**src/inc/sbc_pkg.sv**
```systemverilog
// sbc_pkg: shared constants for the baud generator and sync clock block
// assumes an axi4-lite slave with 32-bit data, one register per aligned word
package sbc_pkg;

  // ----------------------------------------
  // register map: offsets are word indexes, byte address is four times each
  // ----------------------------------------
  localparam int SBC_AW = 12;                         // bus address width
  localparam logic [7:0] SBC_IDX_DIV_LOW = 8'hc4;     // baud_divisor_low_byte
  localparam logic [7:0] SBC_IDX_DIV_HIGH = 8'hc5;    // baud_divisor_high_nibble
  localparam logic [7:0] SBC_IDX_CTRL = 8'hc6;        // mode control
  localparam logic [7:0] SBC_IDX_STATUS = 8'hc7;      // generator status
  localparam logic [11:0] SBC_ADDR_DIV_LOW = {2'h0, SBC_IDX_DIV_LOW, 2'h0};
  localparam logic [11:0] SBC_ADDR_DIV_HIGH = {2'h0, SBC_IDX_DIV_HIGH, 2'h0};
  localparam logic [11:0] SBC_ADDR_CTRL = {2'h0, SBC_IDX_CTRL, 2'h0};
  localparam logic [11:0] SBC_ADDR_STATUS = {2'h0, SBC_IDX_STATUS, 2'h0};

  // ----------------------------------------
  // field layout
  // ----------------------------------------
  localparam int SBC_DIV_W = 12;            // baud divisor width
  localparam int SBC_DIV_HI_LSB = 8;        // high nibble position in divisor
  localparam int SBC_CTRL_POL_BIT = 0;      // sync_clock_polarity
  localparam int SBC_CTRL_DSPD_BIT = 1;     // double_speed
  localparam int SBC_CTRL_MODE_BIT = 2;     // sync_mode_select

  // ----------------------------------------
  // reset values and divide ratios
  // ----------------------------------------
  localparam logic [7:0] SBC_DIV_LOW_RST = 8'h00;
  localparam logic [3:0] SBC_DIV_HIGH_RST = 4'h0;
  localparam logic [2:0] SBC_CTRL_RST = 3'h0;
  localparam logic [4:0] SBC_OVS_NORMAL = 5'h10;  // divide by 16
  localparam logic [4:0] SBC_OVS_DOUBLE = 5'h08;  // divide by 8

  // axi response codes
  localparam logic [1:0] SBC_RESP_OKAY = 2'h0;
  localparam logic [1:0] SBC_RESP_SLVERR = 2'h2;

endpackage

```
**src/core/sbc_regfile.sv**
```systemverilog
// sbc_regfile: axi4-lite slave holding divisor and control registers
// assumes one outstanding write and one outstanding read at a time
`timescale 1ns/1ps

module sbc_regfile
  import sbc_pkg::*;
(
  // clock and reset
  input wire logic aclk,
  input wire logic aresetn,
  // axi4-lite write channels
  input wire logic [SBC_AW-1:0] s_axi_awaddr,
  input wire logic s_axi_awvalid,
  output logic s_axi_awready,
  input wire logic [31:0] s_axi_wdata,
  input wire logic [3:0] s_axi_wstrb,
  input wire logic s_axi_wvalid,
  output logic s_axi_wready,
  output logic [1:0] s_axi_bresp,
  output logic s_axi_bvalid,
  input wire logic s_axi_bready,
  // axi4-lite read channels
  input wire logic [SBC_AW-1:0] s_axi_araddr,
  input wire logic s_axi_arvalid,
  output logic s_axi_arready,
  output logic [31:0] s_axi_rdata,
  output logic [1:0] s_axi_rresp,
  output logic s_axi_rvalid,
  input wire logic s_axi_rready,
  // register contents
  output logic [SBC_DIV_W-1:0] div_q,
  output logic [2:0] ctrl_q,
  output logic reload_pulse,
  // status input
  input wire logic [31:0] status_word
);

  // ----------------------------------------
  // state
  // ----------------------------------------
  logic [SBC_AW-1:0] awaddr_q, awaddr_d;  // captured write address
  logic aw_have_q, aw_have_d;         // address captured
  logic [31:0] wdata_q, wdata_d;      // captured write data
  logic w_have_q, w_have_d;           // data captured
  logic wstrb0_q, wstrb0_d;           // low byte lane enable
  logic bvalid_q, bvalid_d;
  logic [1:0] bresp_q, bresp_d;
  logic rvalid_q, rvalid_d;
  logic [1:0] rresp_q, rresp_d;
  logic [31:0] rdata_q, rdata_d;
  logic [7:0] lo_q, lo_d;             // divisor low byte
  logic [3:0] hi_q, hi_d;             // divisor high nibble
  logic [2:0] ctl_q, ctl_d;           // control bits
  logic reload_q, reload_d;           // low byte written

  // decode a byte address into a known register
  function automatic logic sbc_mapped(input logic [SBC_AW-1:0] a);
    sbc_mapped = (a == SBC_ADDR_DIV_LOW) || (a == SBC_ADDR_DIV_HIGH) ||
                 (a == SBC_ADDR_CTRL) || (a == SBC_ADDR_STATUS);
  endfunction

  assign s_axi_awready = !aw_have_q && !bvalid_q;
  assign s_axi_wready = !w_have_q && !bvalid_q;
  assign s_axi_arready = !rvalid_q;

  // ----------------------------------------
  // next state
  // ----------------------------------------
  always_comb
  begin
    awaddr_d = awaddr_q;
    aw_have_d = aw_have_q;
    wdata_d = wdata_q;
    w_have_d = w_have_q;
    wstrb0_d = wstrb0_q;
    bvalid_d = bvalid_q;
    bresp_d = bresp_q;
    rvalid_d = rvalid_q;
    rresp_d = rresp_q;
    rdata_d = rdata_q;
    lo_d = lo_q;
    hi_d = hi_q;
    ctl_d = ctl_q;
    reload_d = 1'b0;
    // capture address and data in either order
    if (s_axi_awvalid && s_axi_awready)
    begin
      awaddr_d = s_axi_awaddr;
      aw_have_d = 1'b1;
    end
    if (s_axi_wvalid && s_axi_wready)
    begin
      wdata_d = s_axi_wdata;
      wstrb0_d = s_axi_wstrb[0];
      w_have_d = 1'b1;
    end
    // commit once both halves are held
    if (aw_have_q && w_have_q)
    begin
      aw_have_d = 1'b0;
      w_have_d = 1'b0;
      bvalid_d = 1'b1;
      bresp_d = sbc_mapped(awaddr_q) ? SBC_RESP_OKAY : SBC_RESP_SLVERR;
      if (wstrb0_q)
      begin
        case (awaddr_q)
          SBC_ADDR_DIV_LOW:
          begin
            lo_d = wdata_q[7:0];
            reload_d = 1'b1;
          end
          // reserved upper bits of the high byte are not stored
          SBC_ADDR_DIV_HIGH: hi_d = wdata_q[3:0];
          SBC_ADDR_CTRL: ctl_d = wdata_q[2:0];
          default: ;
        endcase
      end
    end
    if (bvalid_q && s_axi_bready)
      bvalid_d = 1'b0;
    // read: answer one cycle after the address is taken
    if (s_axi_arvalid && s_axi_arready)
    begin
      rvalid_d = 1'b1;
      rresp_d = sbc_mapped(s_axi_araddr) ? SBC_RESP_OKAY : SBC_RESP_SLVERR;
      case (s_axi_araddr)
        SBC_ADDR_DIV_LOW: rdata_d = {24'h000000, lo_q};
        SBC_ADDR_DIV_HIGH: rdata_d = {28'h0000000, hi_q};
        SBC_ADDR_CTRL: rdata_d = {29'h00000000, ctl_q};
        SBC_ADDR_STATUS: rdata_d = status_word;
        default: rdata_d = 32'h00000000;
      endcase
    end
    else if (rvalid_q && s_axi_rready)
      rvalid_d = 1'b0;
  end

  // ----------------------------------------
  // registers
  // ----------------------------------------
  always_ff @(posedge aclk)
  begin
    if (!aresetn)
    begin
      awaddr_q <= 12'h000;
      aw_have_q <= 1'b0;
      wdata_q <= 32'h00000000;
      w_have_q <= 1'b0;
      wstrb0_q <= 1'b0;
      bvalid_q <= 1'b0;
      bresp_q <= SBC_RESP_OKAY;
      rvalid_q <= 1'b0;
      rresp_q <= SBC_RESP_OKAY;
      rdata_q <= 32'h00000000;
      lo_q <= SBC_DIV_LOW_RST;
      hi_q <= SBC_DIV_HIGH_RST;
      ctl_q <= SBC_CTRL_RST;
      reload_q <= 1'b0;
    end
    else
    begin
      awaddr_q <= awaddr_d;
      aw_have_q <= aw_have_d;
      wdata_q <= wdata_d;
      w_have_q <= w_have_d;
      wstrb0_q <= wstrb0_d;
      bvalid_q <= bvalid_d;
      bresp_q <= bresp_d;
      rvalid_q <= rvalid_d;
      rresp_q <= rresp_d;
      rdata_q <= rdata_d;
      lo_q <= lo_d;
      hi_q <= hi_d;
      ctl_q <= ctl_d;
      reload_q <= reload_d;
    end
  end

  assign s_axi_bvalid = bvalid_q;
  assign s_axi_bresp = bresp_q;
  assign s_axi_rvalid = rvalid_q;
  assign s_axi_rresp = rresp_q;
  assign s_axi_rdata = rdata_q;
  assign div_q = {hi_q, lo_q};
  assign ctrl_q = ctl_q;
  assign reload_pulse = reload_q;

endmodule

```
**src/core/sbc_baud_gen.sv**
```systemverilog
// sbc_baud_gen: baud prescaler, oversample divider and sync clock edges
// assumes external_serial_clock arrives synchronous to aclk
`timescale 1ns/1ps

module sbc_baud_gen
  import sbc_pkg::*;
(
  // clock and reset
  input wire logic aclk,
  input wire logic aresetn,
  // axi4-lite write channels
  input wire logic [SBC_AW-1:0] s_axi_awaddr,
  input wire logic s_axi_awvalid,
  output logic s_axi_awready,
  input wire logic [31:0] s_axi_wdata,
  input wire logic [3:0] s_axi_wstrb,
  input wire logic s_axi_wvalid,
  output logic s_axi_wready,
  output logic [1:0] s_axi_bresp,
  output logic s_axi_bvalid,
  input wire logic s_axi_bready,
  // axi4-lite read channels
  input wire logic [SBC_AW-1:0] s_axi_araddr,
  input wire logic s_axi_arvalid,
  output logic s_axi_arready,
  output logic [31:0] s_axi_rdata,
  output logic [1:0] s_axi_rresp,
  output logic s_axi_rvalid,
  input wire logic s_axi_rready,
  // serial line side
  input wire logic external_serial_clock,
  // timing strobes and control levels to the transceiver
  output logic prescale_tick,
  output logic baud_tick,
  output logic tx_launch,
  output logic rx_sample,
  output logic sync_mode_select,
  output logic sync_clock_polarity,
  output logic double_speed
);

  // ----------------------------------------
  // register file
  // ----------------------------------------
  logic [SBC_DIV_W-1:0] baud_divisor;   // committed divisor bits
  logic [2:0] ctrl;                     // control bits
  logic reload;                         // low byte just written
  logic [31:0] status_word;             // live generator state

  sbc_regfile sbc_regfile_i (
    .aclk(aclk),
    .aresetn(aresetn),
    .s_axi_awaddr(s_axi_awaddr),
    .s_axi_awvalid(s_axi_awvalid),
    .s_axi_awready(s_axi_awready),
    .s_axi_wdata(s_axi_wdata),
    .s_axi_wstrb(s_axi_wstrb),
    .s_axi_wvalid(s_axi_wvalid),
    .s_axi_wready(s_axi_wready),
    .s_axi_bresp(s_axi_bresp),
    .s_axi_bvalid(s_axi_bvalid),
    .s_axi_bready(s_axi_bready),
    .s_axi_araddr(s_axi_araddr),
    .s_axi_arvalid(s_axi_arvalid),
    .s_axi_arready(s_axi_arready),
    .s_axi_rdata(s_axi_rdata),
    .s_axi_rresp(s_axi_rresp),
    .s_axi_rvalid(s_axi_rvalid),
    .s_axi_rready(s_axi_rready),
    .div_q(baud_divisor),
    .ctrl_q(ctrl),
    .reload_pulse(reload),
    .status_word(status_word)
  );

  // ----------------------------------------
  // control fields
  // ----------------------------------------
  // mode, polarity and speed leave as levels; the transceiver must not
  // rely on polarity while the mode bit says asynchronous
  assign sync_mode_select = ctrl[SBC_CTRL_MODE_BIT];
  assign sync_clock_polarity = ctrl[SBC_CTRL_POL_BIT];
  assign double_speed = ctrl[SBC_CTRL_DSPD_BIT];

  // ----------------------------------------
  // prescaler and oversample divider state
  // ----------------------------------------
  logic [SBC_DIV_W-1:0] active_div_q, active_div_d;  // divisor in use
  logic [SBC_DIV_W-1:0] pre_cnt_q, pre_cnt_d;        // down counter
  logic [4:0] ovs_cnt_q, ovs_cnt_d;                  // oversample count
  logic pre_tick_q, pre_tick_d;
  logic baud_q, baud_d;
  logic xck_prev_q, xck_prev_d;                      // last clock level
  logic launch_q, launch_d;
  logic sample_q, sample_d;
  logic [4:0] ovs_ratio;                             // 16 or 8
  logic xck_rise;
  logic xck_fall;

  // ----------------------------------------
  // oversample ratio and serial clock edges
  // ----------------------------------------
  // eight-fold oversampling halves the bit time
  assign ovs_ratio = double_speed ? SBC_OVS_DOUBLE : SBC_OVS_NORMAL;
  // the previous level resets low, the idle level of the line clock, so
  // no false rising edge follows reset
  assign xck_rise = external_serial_clock && !xck_prev_q;
  assign xck_fall = !external_serial_clock && xck_prev_q;

  // ----------------------------------------
  // next state
  // ----------------------------------------
  // one pass computes the prescaler, the oversample divider and the edges
  always_comb
  begin
    active_div_d = active_div_q;
    pre_cnt_d = pre_cnt_q;
    ovs_cnt_d = ovs_cnt_q;
    pre_tick_d = 1'b0;
    baud_d = 1'b0;
    launch_d = 1'b0;
    sample_d = 1'b0;
    xck_prev_d = external_serial_clock;
    // a reload wins over an expiring count in the same cycle, so the old
    // divisor never yields one more tick after the low byte is written
    if (reload)
    begin
      // abandon the running count, start over with the new divisor
      active_div_d = baud_divisor;
      pre_cnt_d = baud_divisor;
      ovs_cnt_d = 5'h00;
    end
    else if (pre_cnt_q == '0)
    begin
      // divisor n gives one tick every n+1 cycles, zero every cycle
      pre_cnt_d = active_div_q;
      pre_tick_d = 1'b1;
      if (!sync_mode_select)
      begin
        if (ovs_cnt_q >= ovs_ratio - 5'h01)
        begin
          ovs_cnt_d = 5'h00;
          baud_d = 1'b1;
        end
        else
          ovs_cnt_d = ovs_cnt_q + 5'h01;
      end
    end
    else
      pre_cnt_d = pre_cnt_q - 12'h001;
    // synchronous mode: edges of the external clock time the data
    // strobes land one cycle after the pin edge: the live pin is compared
    // with the registered previous level, and only the strobe is registered
    if (sync_mode_select)
    begin
      if (sync_clock_polarity)
      begin
        launch_d = xck_fall;
        sample_d = xck_rise;
      end
      else
      begin
        launch_d = xck_rise;
        sample_d = xck_fall;
      end
    end
  end

  // ----------------------------------------
  // registers
  // ----------------------------------------
  // synchronous reset; every register clears to its idle level
  always_ff @(posedge aclk)
  begin
    if (!aresetn)
    begin
      active_div_q <= '0;
      pre_cnt_q <= '0;
      ovs_cnt_q <= 5'h00;
      pre_tick_q <= 1'b0;
      baud_q <= 1'b0;
      xck_prev_q <= 1'b0;
      launch_q <= 1'b0;
      sample_q <= 1'b0;
    end
    else
    begin
      active_div_q <= active_div_d;
      pre_cnt_q <= pre_cnt_d;
      ovs_cnt_q <= ovs_cnt_d;
      pre_tick_q <= pre_tick_d;
      baud_q <= baud_d;
      xck_prev_q <= xck_prev_d;
      launch_q <= launch_d;
      sample_q <= sample_d;
    end
  end

  // ----------------------------------------
  // status and outputs
  // ----------------------------------------
  // status: divisor in use and oversample count
  assign status_word = {11'h000, ovs_cnt_q, 4'h0, active_div_q};
  assign prescale_tick = pre_tick_q;
  assign baud_tick = baud_q;
  assign tx_launch = launch_q;
  assign rx_sample = sample_q;

endmodule

```
**config.mk**
```make
export PLATFORM = sky130hd
export DESIGN_NAME = sbc_baud_gen
export DESIGN_NICKNAME = d
export VERILOG_FILES = /design/src/inc/sbc_pkg.sv /design/src/core/sbc_regfile.sv /design/src/core/sbc_baud_gen.sv
export SDC_FILE = /design/constraint.sdc
export NUM_CORES = 1
export LEC_CHECK = 0
export ABC_AREA = 1
export BUFFER_PORTS_ARGS = -buffer_cell sky130_fd_sc_hd__clkbuf_2
export CAP_MARGIN = 25
export CORE_MARGIN = 3
export CORE_UTILIZATION = 52
export DETAILED_ROUTE_END_ITERATION = 12
export PLACE_DENSITY = 0.8
export SYNTH_ARGS = -nofsm -noshare
export SYNTH_HDL_FRONTEND = slang
export SYNTH_SLANG_ARGS = --single-unit
```
**constraint.sdc**
```tcl
create_clock -name aclk -period 1.5 [get_ports aclk]
set_input_delay 0.3 -clock aclk [delete_from_list [all_inputs] [get_ports aclk]]
set_output_delay 0.3 -clock aclk [all_outputs]
set_load 0.005 [all_outputs]
```
==> results by group <==
Layout
  – Commonest non-fill, non-tap cell in the layout: nand2_1
  – Commonest non-fill, non-tap cells in the layout: nand2_1 (102), dfxtp_1 (91), clkbuf_2 (71)
  – Cell area after layout: 0.004853 sq mm
  – P&R area growth vs syn: 19.57%
  – Final nets: 709
  – Antenna Cells: 0
  – Share of cells above drive strength 1: 0.2150
  – Fill cells: 628

Logic synthesis
  – Register bit total from synthesis: 94
  – Syn Inst Count: 546
  – Area leader, netlist: dfxtp_1
  – Mean post-synth cell area: 7.434 sq um
  – Synth top area share: 0.4636
  – Synth unique cells: 33
  – Synth warn: 0
  – Post-synthesis sequential area ratio: 0.4636
  – Synth Cell Area: 0.004059 sq mm
  – Top post-synthesis cells by area: dfxtp_1 (46%), nand2_1 (9.6%), o21ai_0 (7.2%), nor2_1 (5.8%), a21oi_1 (5.7%)

Min path
  – Hold Path Cell Cnt: 2
  – Hold Path Class: primary input to flip-flop

Place
  – Post-DP HPWL: 6727 um
  – Placed Area: 0.004529 sq mm
  – Gpl congestion: 0.9157
  – IO buf count: 71
  – DP Worst Slack: -0.01889 ns

Setup path
  – CP Launch Type: flip-flop
  – Arrival @ worst endpoint: 1.74 ns
  – Crit path capture type: flip-flop
  – CP max FO: 5
  – CP required: 1.79 ns
  – Reg2Reg Setup Slack: 0.05 ns
  – Critical path type: flip-flop to flip-flop
  – R2R cell count: 8

Clock tree
  – Htree depth: 3
  – CTS Sinks: 94
  – Clock Tree Buf Depth: 2
  – CTS buffer count: 9
  – TritonCTS clock tree: built
  – Root Driver: clkbuf_8
  – Clock slew seen by the registers of the worst setup and hold paths: 0.09 ns
  – Worst-Skew Late Latency: 0.35 ns

STA
  – FMAX: 690.0 MHz
  – Final hold slack: 0.1207 ns
  – Final Hold Vio Count: 0
  – Final Max Slew Viols: 0
  – Final setup vio count: 0
  – Fin crit period: 1.449 ns
  – Clk_skew: 0.009023 ns
  – Period utilization: 0.9662
  – Worst Slack Setup Final: 0.05070 ns
  – Unrepaired setup endpoints after global routing: true

Power
  – Max IR drop VDD: 0.7383 mV
  – Pwr Density: 1343 mW/mm^2
  – P_leak: 0.002147 uW

Detailed routing
  – Routed length per instance: 12.45 um
  – Post-Route WL: 9226 um
  – Via Count: 3785
  – Initial DRC count: 211
  – # DRC: 0
  – DRT antenna net count: 0
  – DRT Pass-1 Iters: 5
  – Routed vias/inst: 5.108

Floorplan
  – Core region area: 0.007408 sq mm
  – Initial Utilization: 0.5479
  – DIE AREA: 0.008902 sq mm
  – Die width: 94.35 um
  – Total I/O pin count: 116
  – Row count: 31
  – Die height: 94.35 um

Global route
  – GRT Residual Overflow: 0
  – Initial antenna violation count: 0
  – Number of global-route vias before repair: 3397
  – Largest net degree at the start of global routing: 43
  – First-pass GRT wire length: 14860 um
  – Gr usage total: 0.2097

Run status
  – Outcome: finished clean

Flow run
  – Number of max-cap violations: 0
==> layer usage <==
layer  up-vias  track usage  share of wire
met1      1714       0.2625           0.43
met4         0      0.09988          0.022
met3        21      0.03904          0.069
li1       1916            -              -
met2       134       0.3487           0.47
met5         -            0              0
==> synth_stat cells <==
master	count
a211oi_1	1
a21oi_1	46
buf_1	3
buf_2	4
buf_4	17
clkbuf_1	6
clkinv_1	1
conb_1	1
dfxtp_1	94
ha_1	4
inv_1	58
inv_2	2
nand2_1	104
nand2_4	2
nand3_1	37
nand3_2	1
nand3b_1	3
nand4_1	4
nor2_1	63
nor2_2	3
nor2_4	4
nor3_1	7
nor3_2	3
nor3_4	1
o211ai_1	4
o21a_1	1
o21ai_0	58
o21ai_1	2
o22a_1	2
o22ai_1	2
o2bb2ai_1	1
xnor2_1	3
xor2_1	4
==> critical path, cell delays in order (launching register included) <==
cell	delay [ns]
dfxtp_1	0.36
inv_2	0.09
nand2_1	0.09
nor3_4	0.22
nand2_4	0.12
nor2_4	0.18
buf_4	0.14
nand4_1	0.06
a21oi_1	0.13
==> cell type report <==
type,instances,area (sq um),area share
Tap cell,99,123.9,0.02552
Inverter,61,229.0,0.04718
Clock inverter,3,43.79,0.009023
Timing Repair Buffer,94,548.0,0.1129
Sequential cell,94,1886,0.3885
Clock buffer,13,148.9,0.03068
Multi-Input combinational cell,377,1874,0.3862
==> final timing paths <==
kind	from	end
worst max-delay path	pre_cnt_q[5]	ovs_cnt_q[4]
worst min-delay path	s_axi_bready	sbc_regfile_i.s_axi_bvalid
worst max register to register	pre_cnt_q[5]	ovs_cnt_q[4]
worst min register to register	sbc_regfile_i.awaddr_q[6]	sbc_regfile_i.awaddr_q[6]
==> flip-flops by register name (all words and copies together) (netlist names) <==
name,flops
active_div_q,12
baud_tick,1
ovs_cnt_q,5
pre_cnt_q,12
prescale_tick,1
rx_sample,1
sbc_regfile_i.aw_have_q,1
sbc_regfile_i.awaddr_q,12
sbc_regfile_i.ctrl_q,3
sbc_regfile_i.hi_q,4
sbc_regfile_i.lo_q,8
sbc_regfile_i.reload_pulse,1
sbc_regfile_i.s_axi_bresp,1
sbc_regfile_i.s_axi_bvalid,1
sbc_regfile_i.s_axi_rdata,17
sbc_regfile_i.s_axi_rresp,1
sbc_regfile_i.s_axi_rvalid,1
sbc_regfile_i.w_have_q,1
sbc_regfile_i.wdata_q,8
sbc_regfile_i.wstrb0_q,1
tx_launch,1
xck_prev_q,1
==> report_power, final <==
group | internal [uW] | leakage (uW) | switching (uW) | total [uW]
combinational | 862 | 0.00128 | 1090 | 1950
sequential | 2730 | 0.000767 | 174 | 2910
clock | 820 | 0.0000976 | 838 | 1660
==> logic make-up after synthesis <==
group | synth area share
simple gates | 0.2555
compound gates | 0.1514
flops | 0.4636
buf+inv | 0.1011
xor+xnor | 0.01511
fa+ha+maj | 0.01233
other cells | 0.0009239
==> metrics by stage <==
| stage | total power (uW) | instances | setup TNS, ns | util |
|---|---|---|---|---|
| floorplan | 4074 | 562 | 0 | - |
| global placement | 4390 | 717 | 0 | 0.6114 |
| detailed placement | 4465 | 717 | -0.07159 | 0.6114 |
| CTS | 6394 | 739 | 0 | 0.6497 |
| global route | 6887 | 741 | -1.107 | 0.6551 |
| finish | 6516 | 741 | 0 | 0.6551 |
==> timing repair <==
item                                    in CTS  in global routing
gates resized for setup                     12                  9
endpoints found under the hold margin        0                  0
setup buffers                                6                  2
hold buffers                                 0                  0
endpoints found under the setup margin       5                 29
pin swaps                                    5                  7
No activity file was read; power rests on OpenSTA's default activity.
